$ cat src/rtl/lpcc_regs.svh
// register map, field positions and timing constants of the low-power clocking controller
`ifndef LPCC_REGS_SVH
`define LPCC_REGS_SVH
`define LPCC_OFS_STOPCTRL 4'h0
`define LPCC_OFS_CPO 4'h4
`define LPCC_OFS_DMAWAKE 4'h8
`define LPCC_OFS_STATUS 4'hc
`define LPCC_STOP_FULL 2'h0
`define LPCC_STOP_ALL_GATED 2'h1
`define LPCC_STOP_BUS_ALIVE 2'h2
`define LPCC_STOPCTRL_SEL_LO 0
`define LPCC_STOPCTRL_SEL_HI 1
`define LPCC_STOPCTRL_VLP 2
`define LPCC_CPO_REQ 0
`define LPCC_CPO_ACK 1
`define LPCC_CPO_IRQ_EXIT 2
`define LPCC_STATUS_STATE_LO 0
`define LPCC_STATUS_STATE_HI 7
`define LPCC_STATUS_ABORT 8
`define LPCC_STATUS_DOZE 9
`define LPCC_RESP_OKAY 2'h0
`define LPCC_RESP_SLVERR 2'h2
`define LPCC_CLK_PERIOD_NS 50
`define LPCC_VLP_EXIT_DELAY_NS 1000
`define LPCC_VLP_EXIT_CYCLES \
  ((`LPCC_VLP_EXIT_DELAY_NS + `LPCC_CLK_PERIOD_NS - 1) / `LPCC_CLK_PERIOD_NS)
`endif

$ cat src/rtl/lpcc_pkg.sv
// types of the low-power clocking controller
package lpcc_pkg;
  typedef enum logic [7:0] {
    ST_RUN      = 8'h01,
    ST_ENT_MST  = 8'h02,
    ST_ENT_SLV  = 8'h04,
    ST_ENT_PWR  = 8'h08,
    ST_LOWP     = 8'h10,
    ST_DMA_WAKE = 8'h20,
    ST_EXIT_DLY = 8'h40,
    ST_SPARE    = 8'h80
  } lpcc_state_t;
  typedef enum logic {
    KIND_STOP = 1'b0,
    KIND_CPO  = 1'b1
  } lpcc_kind_t;
endpackage

$ cat src/rtl/lpcc_ctrl.sv
// low-power clocking mode controller with axi4-lite register slave
// Contract
// RULE1 - partial stop chosen by stop control register, from normal or low-power run
// RULE2 - bus-alive partial stop gates core and system clocks only
// RULE3 - bus-alive partial stop exits on reset, async system irq or bus irq
// RULE4 - all-gated partial stop gates system and bus clocks, all modules stopped
// RULE5 - all-gated partial stop exits only on reset or async irq
// RULE6 - enabled dma request leaves partial stop for transfer then returns
// RULE7 - dma wake-up enabled per channel in compute-only and all stop modes
// RULE8 - dma wake from stop restores clocks and stop lines, core clock stays off
// RULE9 - dma wake in compute-only opens clocks, core clock always on there
// RULE10 - after dma, re-enter by stopping masters then slaves, then power blocks
// RULE11 - dma request that never negates keeps device awake until full exit
// RULE12 - dma request during entry aborts it, sets abort flag, entry restarts later
// RULE13 - irq during dma wake exits at once; optional in compute-only mode
// RULE14 - compute-only keeps cpu running and stops other masters and slaves
// RULE15 - compute-only reuses stop entry, masters stopped before slaves
// RULE16 - compute-only makes bridge space error, private space stays reachable
// RULE17 - compute-only disables flash register interface, power blocks untouched
// RULE18 - compute-only register writable by cpu only; request bit starts entry/exit
// RULE19 - compute-only optionally exits on irq; core and edge irqs need no exit
// RULE20 - ack set when entry completes; clears at once or after low-power delay
// RULE21 - dma wake in compute-only clears ack and opens bridge, then returns
// RULE22 - doze during wait, stop and compute-only including entry and dma wake
//
// Implementation choices: the AXI4-Lite slave port and the placing of the registers.
`include "lpcc_regs.svh"
`timescale 1ns/1ps
`default_nettype none
module lpcc_ctrl #(
  parameter int NCH = 4
) (
  // clock and reset
  input wire logic aclk,
  input wire logic aresetn,
  // axi4-lite write address and data
  input wire logic awvalid,
  output logic awready,
  input wire logic [3:0] awaddr,
  input wire logic [2:0] awprot,
  input wire logic wvalid,
  output logic wready,
  input wire logic [31:0] wdata,
  input wire logic [3:0] wstrb,
  // axi4-lite write response
  output logic bvalid,
  input wire logic bready,
  output logic [1:0] bresp,
  // axi4-lite read
  input wire logic arvalid,
  output logic arready,
  input wire logic [3:0] araddr,
  input wire logic [2:0] arprot,
  output logic rvalid,
  input wire logic rready,
  output logic [31:0] rdata,
  output logic [1:0] rresp,
  // write originator qualifier
  input wire logic wr_from_cpu,
  // cpu state
  input wire logic cpu_wait,
  input wire logic cpu_deep_sleep,
  // wake sources
  input wire logic irq_async,
  input wire logic irq_sys_async,
  input wire logic irq_bus_sync,
  input wire logic irq_level,
  input wire logic [NCH-1:0] dma_req,
  input wire logic dma_done,
  // handshakes from stopped parties
  input wire logic masters_stop_ack,
  input wire logic slaves_stop_ack,
  input wire logic power_stop_ack,
  // clock and stop controls
  output logic core_clk_gate,
  output logic sys_clk_gate,
  output logic bus_clk_gate,
  output logic master_stop_req,
  output logic slave_stop_req,
  output logic bus_slave_stop_req,
  output logic clkgen_stop,
  output logic pmc_stop,
  output logic bridge_error,
  output logic flash_reg_disable,
  output logic periph_doze
);

  ////////////////////////////////////////////////////////////////////////////
  localparam int EXIT_CYC = `LPCC_VLP_EXIT_CYCLES;

  lpcc_pkg::lpcc_state_t state;
  lpcc_pkg::lpcc_state_t next_state;
  lpcc_pkg::lpcc_kind_t kind;
  lpcc_pkg::lpcc_kind_t next_kind;
  logic [1:0] stop_sel;
  logic vlp_run;
  logic cpo_req;
  logic cpo_irq_exit;
  logic [NCH-1:0] dma_wake_en;
  logic stop_abort;
  logic [5:0] exit_cnt;
  logic irq_async_m;
  logic irq_async_s;
  logic irq_sys_m;
  logic irq_sys_s;
  logic [NCH-1:0] dma_m;
  logic [NCH-1:0] dma_s;
  logic dma_hit;
  logic irq_wake;
  logic abort_set;
  logic cpo_auto_clr;
  logic aw_held;
  logic w_held;
  logic [3:0] aw_addr_q;
  logic [31:0] w_data_q;
  logic [3:0] w_strb_q;
  logic aw_cpu_q;
  logic do_wr;
  logic wr_ok;
  logic cpo_wr;

  ////////////////////////////////////////////////////////////////////////////
  // async wake sources pass two flops before any use
  always_ff @(posedge aclk) begin
    if (!aresetn) begin
      irq_async_m <= 1'b0;
      irq_async_s <= 1'b0;
      irq_sys_m <= 1'b0;
      irq_sys_s <= 1'b0;
      dma_m <= '0;
      dma_s <= '0;
    end else begin
      irq_async_m <= irq_async;
      irq_async_s <= irq_async_m;
      irq_sys_m <= irq_sys_async;
      irq_sys_s <= irq_sys_m;
      dma_m <= dma_req;
      dma_s <= dma_m;
    end
  end

  assign dma_hit = |(dma_s & dma_wake_en); // RULE7

  // wake interrupt depends on mode kind and stop variant
  always_comb begin
    if (kind == lpcc_pkg::KIND_CPO) begin
      irq_wake = cpo_irq_exit & irq_level; // RULE19
    end else if (stop_sel == `LPCC_STOP_BUS_ALIVE) begin
      irq_wake = irq_sys_s | irq_bus_sync; // RULE3
    end else begin
      irq_wake = irq_async_s; // RULE5
    end
  end

  ////////////////////////////////////////////////////////////////////////////
  // mode sequencer
  always_comb begin
    next_state = state;
    next_kind = kind;
    abort_set = 1'b0;
    cpo_auto_clr = 1'b0;
    unique case (state)
      lpcc_pkg::ST_RUN: begin
        if (cpo_req) begin
          next_state = lpcc_pkg::ST_ENT_MST; // RULE18
          next_kind = lpcc_pkg::KIND_CPO;
        end else if (cpu_deep_sleep) begin
          next_state = lpcc_pkg::ST_ENT_MST; // RULE1
          next_kind = lpcc_pkg::KIND_STOP;
        end
      end
      lpcc_pkg::ST_ENT_MST, lpcc_pkg::ST_ENT_SLV, lpcc_pkg::ST_ENT_PWR: begin
        if (kind == lpcc_pkg::KIND_CPO && !cpo_req) begin
          next_state = lpcc_pkg::ST_RUN;
        end else if (irq_wake) begin
          next_state = lpcc_pkg::ST_RUN;
          cpo_auto_clr = (kind == lpcc_pkg::KIND_CPO);
        end else if (dma_hit) begin
          next_state = lpcc_pkg::ST_DMA_WAKE; // RULE12
          abort_set = 1'b1; // RULE12
        end else if (state == lpcc_pkg::ST_ENT_MST && masters_stop_ack) begin
          next_state = lpcc_pkg::ST_ENT_SLV; // RULE15
        end else if (state == lpcc_pkg::ST_ENT_SLV && slaves_stop_ack) begin
          if (kind == lpcc_pkg::KIND_STOP && stop_sel == `LPCC_STOP_FULL) begin
            next_state = lpcc_pkg::ST_ENT_PWR; // RULE10
          end else begin
            next_state = lpcc_pkg::ST_LOWP;
          end
        end else if (state == lpcc_pkg::ST_ENT_PWR && power_stop_ack) begin
          next_state = lpcc_pkg::ST_LOWP;
        end
      end
      lpcc_pkg::ST_LOWP: begin
        if (kind == lpcc_pkg::KIND_CPO && !cpo_req) begin
          // low-power run needs time for the regulator before bridge opens
          next_state = vlp_run ? lpcc_pkg::ST_EXIT_DLY : lpcc_pkg::ST_RUN; // RULE20
        end else if (irq_wake) begin
          next_state = lpcc_pkg::ST_RUN; // RULE3 RULE5
          cpo_auto_clr = (kind == lpcc_pkg::KIND_CPO);
        end else if (dma_hit) begin
          next_state = lpcc_pkg::ST_DMA_WAKE; // RULE6 RULE8 RULE9
        end
      end
      lpcc_pkg::ST_DMA_WAKE: begin
        if (kind == lpcc_pkg::KIND_CPO && !cpo_req) begin
          next_state = lpcc_pkg::ST_RUN;
        end else if (irq_wake) begin
          next_state = lpcc_pkg::ST_RUN; // RULE13
          cpo_auto_clr = (kind == lpcc_pkg::KIND_CPO);
        end else if (!dma_hit && dma_done) begin
          // a request that never drops holds us here until full exit
          next_state = lpcc_pkg::ST_ENT_MST; // RULE10 RULE11
        end
      end
      lpcc_pkg::ST_EXIT_DLY: begin
        if (exit_cnt == 6'(EXIT_CYC - 1)) begin
          next_state = lpcc_pkg::ST_RUN; // RULE20
        end
      end
      default: begin
        next_state = lpcc_pkg::ST_RUN;
      end
    endcase
  end

  always_ff @(posedge aclk) begin
    if (!aresetn) begin
      state <= lpcc_pkg::ST_RUN;
      kind <= lpcc_pkg::KIND_STOP;
    end else begin
      state <= next_state;
      kind <= next_kind;
    end
  end

  always_ff @(posedge aclk) begin
    if (!aresetn) begin
      exit_cnt <= '0;
    end else if (state == lpcc_pkg::ST_EXIT_DLY) begin
      exit_cnt <= exit_cnt + 6'h01;
    end else begin
      exit_cnt <= '0;
    end
  end

  ////////////////////////////////////////////////////////////////////////////
  // outputs decoded from next state so every pin leaves a flop
  always_ff @(posedge aclk) begin
    if (!aresetn) begin
      core_clk_gate <= 1'b0;
      sys_clk_gate <= 1'b0;
      bus_clk_gate <= 1'b0;
      master_stop_req <= 1'b0;
      slave_stop_req <= 1'b0;
      bus_slave_stop_req <= 1'b0;
      clkgen_stop <= 1'b0;
      pmc_stop <= 1'b0;
      bridge_error <= 1'b0;
      flash_reg_disable <= 1'b0;
      periph_doze <= 1'b0;
    end else begin
      // core clock off in stop, also through dma wake; always on in compute-only
      core_clk_gate <= next_kind == lpcc_pkg::KIND_STOP &&
        (next_state == lpcc_pkg::ST_LOWP || next_state == lpcc_pkg::ST_ENT_PWR ||
         next_state == lpcc_pkg::ST_DMA_WAKE); // RULE2 RULE8 RULE9
      sys_clk_gate <= next_kind == lpcc_pkg::KIND_STOP &&
        (next_state == lpcc_pkg::ST_LOWP || next_state == lpcc_pkg::ST_ENT_PWR); // RULE2 RULE4
      bus_clk_gate <= next_kind == lpcc_pkg::KIND_STOP && stop_sel != `LPCC_STOP_BUS_ALIVE &&
        (next_state == lpcc_pkg::ST_LOWP || next_state == lpcc_pkg::ST_ENT_PWR); // RULE4
      master_stop_req <= next_state != lpcc_pkg::ST_RUN &&
        next_state != lpcc_pkg::ST_DMA_WAKE; // RULE14 RULE15
      slave_stop_req <= next_state == lpcc_pkg::ST_ENT_SLV ||
        next_state == lpcc_pkg::ST_ENT_PWR || next_state == lpcc_pkg::ST_LOWP ||
        next_state == lpcc_pkg::ST_EXIT_DLY; // RULE15
      bus_slave_stop_req <= (next_kind == lpcc_pkg::KIND_CPO ||
        stop_sel != `LPCC_STOP_BUS_ALIVE) &&
        (next_state == lpcc_pkg::ST_ENT_SLV || next_state == lpcc_pkg::ST_ENT_PWR ||
         next_state == lpcc_pkg::ST_LOWP || next_state == lpcc_pkg::ST_EXIT_DLY); // RULE2
      clkgen_stop <= next_kind == lpcc_pkg::KIND_STOP && stop_sel == `LPCC_STOP_FULL &&
        (next_state == lpcc_pkg::ST_ENT_PWR || next_state == lpcc_pkg::ST_LOWP); // RULE4 RULE10
      pmc_stop <= next_kind == lpcc_pkg::KIND_STOP && stop_sel == `LPCC_STOP_FULL &&
        (next_state == lpcc_pkg::ST_ENT_PWR || next_state == lpcc_pkg::ST_LOWP); // RULE17
      bridge_error <= next_kind == lpcc_pkg::KIND_CPO &&
        next_state != lpcc_pkg::ST_RUN && next_state != lpcc_pkg::ST_DMA_WAKE; // RULE16 RULE21
      flash_reg_disable <= next_kind == lpcc_pkg::KIND_CPO &&
        next_state != lpcc_pkg::ST_RUN && next_state != lpcc_pkg::ST_DMA_WAKE; // RULE17
      periph_doze <= cpu_wait || next_state != lpcc_pkg::ST_RUN; // RULE22
    end
  end

  ////////////////////////////////////////////////////////////////////////////
  // axi4-lite write path: address and data caught in either order
  assign do_wr = aw_held && w_held && !bvalid;
  assign wr_ok = aw_addr_q == `LPCC_OFS_STOPCTRL || aw_addr_q == `LPCC_OFS_DMAWAKE ||
    aw_addr_q == `LPCC_OFS_STATUS || (aw_addr_q == `LPCC_OFS_CPO && aw_cpu_q);
  assign cpo_wr = do_wr && aw_addr_q == `LPCC_OFS_CPO && aw_cpu_q && w_strb_q[0]; // RULE18

  always_ff @(posedge aclk) begin
    if (!aresetn) begin
      aw_held <= 1'b0;
      w_held <= 1'b0;
      awready <= 1'b0;
      wready <= 1'b0;
      aw_addr_q <= '0;
      aw_cpu_q <= 1'b0;
      w_data_q <= '0;
      w_strb_q <= '0;
      bvalid <= 1'b0;
      bresp <= `LPCC_RESP_OKAY;
    end else begin
      awready <= !aw_held && !awready && !bvalid;
      wready <= !w_held && !wready && !bvalid;
      if (awvalid && awready) begin
        aw_held <= 1'b1;
        aw_addr_q <= {awaddr[3:2], 2'h0};
        aw_cpu_q <= wr_from_cpu;
      end
      if (wvalid && wready) begin
        w_held <= 1'b1;
        w_data_q <= wdata;
        w_strb_q <= wstrb;
      end
      if (do_wr) begin
        aw_held <= 1'b0;
        w_held <= 1'b0;
        bvalid <= 1'b1;
        bresp <= wr_ok ? `LPCC_RESP_OKAY : `LPCC_RESP_SLVERR;
      end else if (bvalid && bready) begin
        bvalid <= 1'b0;
      end
    end
  end

  // software-written control; only low byte lanes carry fields
  always_ff @(posedge aclk) begin
    if (!aresetn) begin
      stop_sel <= `LPCC_STOP_FULL;
      vlp_run <= 1'b0;
      dma_wake_en <= '0;
    end else if (do_wr && w_strb_q[0]) begin
      if (aw_addr_q == `LPCC_OFS_STOPCTRL) begin
        stop_sel <= w_data_q[`LPCC_STOPCTRL_SEL_HI:`LPCC_STOPCTRL_SEL_LO]; // RULE1
        vlp_run <= w_data_q[`LPCC_STOPCTRL_VLP];
      end
      if (aw_addr_q == `LPCC_OFS_DMAWAKE) begin
        dma_wake_en <= w_data_q[NCH-1:0]; // RULE7
      end
    end
  end

  // request bit: auto exit clears it unless the cpu sets it in the same cycle
  always_ff @(posedge aclk) begin
    if (!aresetn) begin
      cpo_req <= 1'b0;
      cpo_irq_exit <= 1'b0;
    end else if (cpo_wr) begin
      cpo_req <= w_data_q[`LPCC_CPO_REQ];
      cpo_irq_exit <= w_data_q[`LPCC_CPO_IRQ_EXIT];
    end else if (cpo_auto_clr) begin
      cpo_req <= 1'b0; // RULE19
    end
  end

  // abort flag: hardware set wins over write-one-to-clear
  always_ff @(posedge aclk) begin
    if (!aresetn) begin
      stop_abort <= 1'b0;
    end else if (abort_set) begin
      stop_abort <= 1'b1; // RULE12
    end else if (do_wr && aw_addr_q == `LPCC_OFS_STATUS && w_strb_q[1] &&
                 w_data_q[`LPCC_STATUS_ABORT]) begin
      stop_abort <= 1'b0;
    end
  end

  ////////////////////////////////////////////////////////////////////////////
  // axi4-lite read path
  always_ff @(posedge aclk) begin
    if (!aresetn) begin
      arready <= 1'b0;
      rvalid <= 1'b0;
      rdata <= '0;
      rresp <= `LPCC_RESP_OKAY;
    end else begin
      arready <= !arready && !rvalid;
      if (arvalid && arready) begin
        rvalid <= 1'b1;
        rresp <= `LPCC_RESP_OKAY;
        rdata <= '0;
        unique case ({araddr[3:2], 2'h0})
          `LPCC_OFS_STOPCTRL: begin
            rdata[`LPCC_STOPCTRL_SEL_HI:`LPCC_STOPCTRL_SEL_LO] <= stop_sel;
            rdata[`LPCC_STOPCTRL_VLP] <= vlp_run;
          end
          `LPCC_OFS_CPO: begin
            rdata[`LPCC_CPO_REQ] <= cpo_req;
            rdata[`LPCC_CPO_ACK] <= (state == lpcc_pkg::ST_LOWP ||
              state == lpcc_pkg::ST_EXIT_DLY) && kind == lpcc_pkg::KIND_CPO; // RULE20 RULE21
            rdata[`LPCC_CPO_IRQ_EXIT] <= cpo_irq_exit;
          end
          `LPCC_OFS_DMAWAKE: begin
            rdata[NCH-1:0] <= dma_wake_en;
          end
          `LPCC_OFS_STATUS: begin
            rdata[`LPCC_STATUS_STATE_HI:`LPCC_STATUS_STATE_LO] <= state;
            rdata[`LPCC_STATUS_ABORT] <= stop_abort;
            rdata[`LPCC_STATUS_DOZE] <= periph_doze;
          end
        endcase
      end else if (rvalid && rready) begin
        rvalid <= 1'b0;
      end
    end
  end

endmodule // lpcc_ctrl
`default_nettype wire

$ cat config.mk
export PLATFORM = sky130hd
export DESIGN_NAME = lpcc_ctrl
export DESIGN_NICKNAME = d
export VERILOG_FILES = /design/src/rtl/lpcc_pkg.sv /design/src/rtl/lpcc_ctrl.sv
export VERILOG_INCLUDE_DIRS = /design/src /design/src/rtl
export SDC_FILE = /design/constraint.sdc
export NUM_CORES = 1
export LEC_CHECK = 0
export ABC_AREA = 1
export CORE_MARGIN = 2
export CORE_UTILIZATION = 36
export CTS_CLUSTER_SIZE = 20
export DETAILED_ROUTE_END_ITERATION = 8
export DONT_BUFFER_PORTS = 1
export PLACE_DENSITY = 0.51
export SLEW_MARGIN = 20
export SYNTH_ARGS = -nofsm -noshare
export SYNTH_HDL_FRONTEND = slang
export SYNTH_SLANG_ARGS = --single-unit
$ cat constraint.sdc
create_clock -name aclk -period 1.4 [get_ports aclk]
set_clock_uncertainty 0.05 [all_clocks]
set_input_delay 0.07 -clock aclk [delete_from_list [all_inputs] [get_ports aclk]]
set_output_delay 0.07 -clock aclk [all_outputs]
set_load 0.02 [all_outputs]
==> impl_metrics.ini <==
[flow_run]
drv_cap = 0

[timing]
slew_violations = 0
fin_crit_ps = 1500
rsz0062_at_grt = true
hold_viol_final = 0
setup_ws_ps = -99.5
fin_crit_sh_pct = 107
setup_tns_ps = -839
fmaxAchievable_ghz = 0.667
setup_violations = 16

[synth]
synthTopCellsByArea = dfxtp_1 (45%), nand2_1 (10%), nor2_1 (7.7%)
synth_seq_cells = 74
synth.most_common_cell = nand2_1
yosys.area_share.simple_pct = 29.8
yosysWarnings = 0
async_flop_share_pct = 0
synthAdderAreaFrac_pct = 0.377
synth_common_cells = nand2_1 (92), dfxtp_1 (74), nor2_1 (68)
synth_xor_xnor_area_share_pct = 0.264
synth_top_family_by_area = simple AND/OR/NAND/NOR gates
yosysSeqAreaShare_pct = 44.6
synthFlopType = dfxtp_1
synth_compound_area_share_pct = 10.6
synth_area_leader_cell = dfxtp_1
synth_cell_type_count = 33
synthCells = 457
synth_mux_area_share_pct = 0
avgSynthCellArea_um2 = 7.26
synth-edff-count = 0
netlist_area_um2 = 3320
post-synth-top-area-fraction_pct = 44.6

[critical_path]
critical_path_depth = 11
rr_worst_depth = 11
end_kind = flop
cp.arrival_ps = 1700
cp-startpoint = state[1]
critPathRequiredTime_ps = 1600
path_buf_inv = 2
worstReg2RegStart = state[1]
timing.critical_path.to = bus_slave_stop_req
cpMaxStageDelayCell = dfxtp_4
path_class = flop to flop
crit_top_cell = nand2_4
cp_cell_sequence = buf_6 -> inv_4 -> nand2_4 -> nor2_4 -> nand3_4 -> nand2_2 -> nand2_1 -> nand3_2 -> nand2_4 -> o21bai_4 -> nor2_1
slowest_delay_ps = 360
crit_path_start_kind = flop
r2r_end = bus_slave_stop_req
reg2reg_slack_ps = -100
crit_fanout = 3
cp_top_family = simple AND/OR/NAND/NOR gates

[grt]
grt_use_met2_pct = 31.4
grt_usage_pct = 17.5
grt_pass1_vias = 2998
grt_pass1_wl_um = 13600
grt_util_met1_pct = 20.4
antenna_found_initial = 0
grtUsageMet3_pct = 5.22
gr-total-overflow = 0
grt_max_degree = 37
grt.busiest_layer = met2

[routing]
drtPass1Iterations = 4
drc_errors = 0
wl_per_cell_um = 12.7
vias = 3084
ant_nets = 0
drtIter0Drc = 89
avgViaCountPerCell = 4.66
wirelength_um = 8410

[power]
p_int_w = 0.00369
vdd_drop_max_mv = 0.573
clockPowerShare_pct = 44.3
fin_total_pwr_w = 0.00482
p_switching_w = 0.00113
combPwrFrac_pct = 9.5
powerDensity_nw_per_um2 = 1030
p_seq_share_pct = 46.1
leakage_nw = 2.11
sw_frac_of_total_pct = 23.4

[place]
placed_cell_area_um2 = 3700
pre_cts_slack_ps = -148
place.gp.congestion = 0.888
port_buffers = 0
dp.cells = 610
dpl.hpwl_um = 6080

[cts]
cts_num_sinks = 74
clkLatencyLatePin_ps = 350
clockRootBuffer = clkbuf_8
clk_pin_slew_worst_paths_ps = 80
clk_path_buf_depth = 2
htree_levels = 3
cts_buffers = 9
cts_tree = yes

[run_status]
violations = setup timing
status = complete, but fails checks

[floorplan]
coreArea_um2 = 9110
top_level_ports = 124
rows = 35
die_width_um = 100
die_y_um = 100
start_util_pct = 36.4
dieArea_um2 = 10000

[layout]
final_nets = 621
antennaDiodeCount = 0
area_growth_pct = 40.5
final_area_um2 = 4660
drive_gt1_share_pct = 31.4
instances_no_fill = 662

[min_path]
hold_class = input port to flop
hp-start = slaves_stop_ack
cell type report:
cell class,count,area (um2)
fill,911,4450
tap,111,139
clock inverter,5,129
timing repair buffer,89,786
clock buffer,9,124
inverter,64,255
sequential,74,1510
multi-input combinational,310,1720
stage by stage:
stage / hold slack [ps] / util (%)
2_1_floorplan: 118 / -
3_3_place_gp: 119 / 40.7
3_5_place_dp: 121 / 40.7
4_1_cts: 30.4 / 48.9
5_1_grt: 67.3 / 51.2
6_report: 41.6 / 51.2
routing by layer:
layer | vias to the layer above | routed length (um)
met5 | - | 0
met4 | 0 | 67
met3 | 8 | 387
met2 | 63 | 4480
met1 | 1444 | 3470
li1 | 1569 | -
power groups by stage:
stage / Sequential [W] / Clock (W) / Combinational (W)
2_1_floorplan: 0.00228 / 0 / 0.000297
3_3_place_gp: 0.00227 / 0 / 0.000325
3_5_place_dp: 0.00228 / 0 / 0.000328
4_1_cts: 0.00223 / 0.00220 / 0.000441
5_1_grt: 0.00224 / 0.00230 / 0.000510
6_report: 0.00223 / 0.00214 / 0.000460
how the worst min path moves through the flow:
stage	endpoint	slack, ps	cells after the start
after global routing	state[3]	70	5
final	state[2]	40	6
after detailed placement	dma_s[3]	120	2
after floorplan	dma_m[0]	120	2
after global placement	irq_sys_s	120	2
after CTS	rdata[0]	30	5
registers in the layout, indices dropped and copies added (netlist names), 4 cells and up:
signal,cells
exit_cnt,6
dma_m,4
dma_wake_en,4
rdata,10
state,8
dma_s,4
w_data_q,5
worst register-to-register path, delay by kind of cell (launching register included):
family          cells  cell delay (ps)
buf+inv             2              180
flops               1              360
compound gates      1              140
simple gates        8              670
placed cells by master, fill, tap and decap left out, types with 2 or more instances in the layout:
cell type       n
nor2_1         52
inv_1          49
dlygate4sd3_1  30
o21ai_1         5
clkinv_1        2
a21oi_2         6
buf_6           8
clkbuf_8        9
dfxtp_2         7
nor2_2         11
buf_4          50
nand4_1         8
a22oi_1         6
conb_1         26
dfxtp_4         6
nand3_2         9
nor2_4         13
nor3_2          2
nor4_1          2
nand2_4         5
inv_2           8
a21oi_1        15
o21ai_0        16
nand2_1        80
o21ai_2         7
nand2_2        15
dfxtp_1        61
nor3_4          3
o211ai_1        4
nand3_1        17
bufinv_16       4
inv_4           4
cells by family (layout without fill, tap and decap cells):
| group | Yosys count | in the layout |
|---|---|---|
| AO/OA/AOI/OAI | 62 | 62 |
| other | 1 | 26 |
| XOR/XNOR | 1 | 1 |
| adder cells (fa/ha/maj) | 1 | 1 |
| flip-flops | 74 | 74 |
| buffers and inverters | 98 | 167 |
| AND/OR/NAND/NOR | 220 | 220 |
repair_timing:
item,4_1_cts,5_1_grt
pin swaps,11,19
endpoints found under the hold margin,47,0
hold buffers,31,0
endpoints found under the setup margin,23,33
resized for setup,52,68
buffers inserted,2,6
Note: power is estimated with default switching activity, not from simulation.
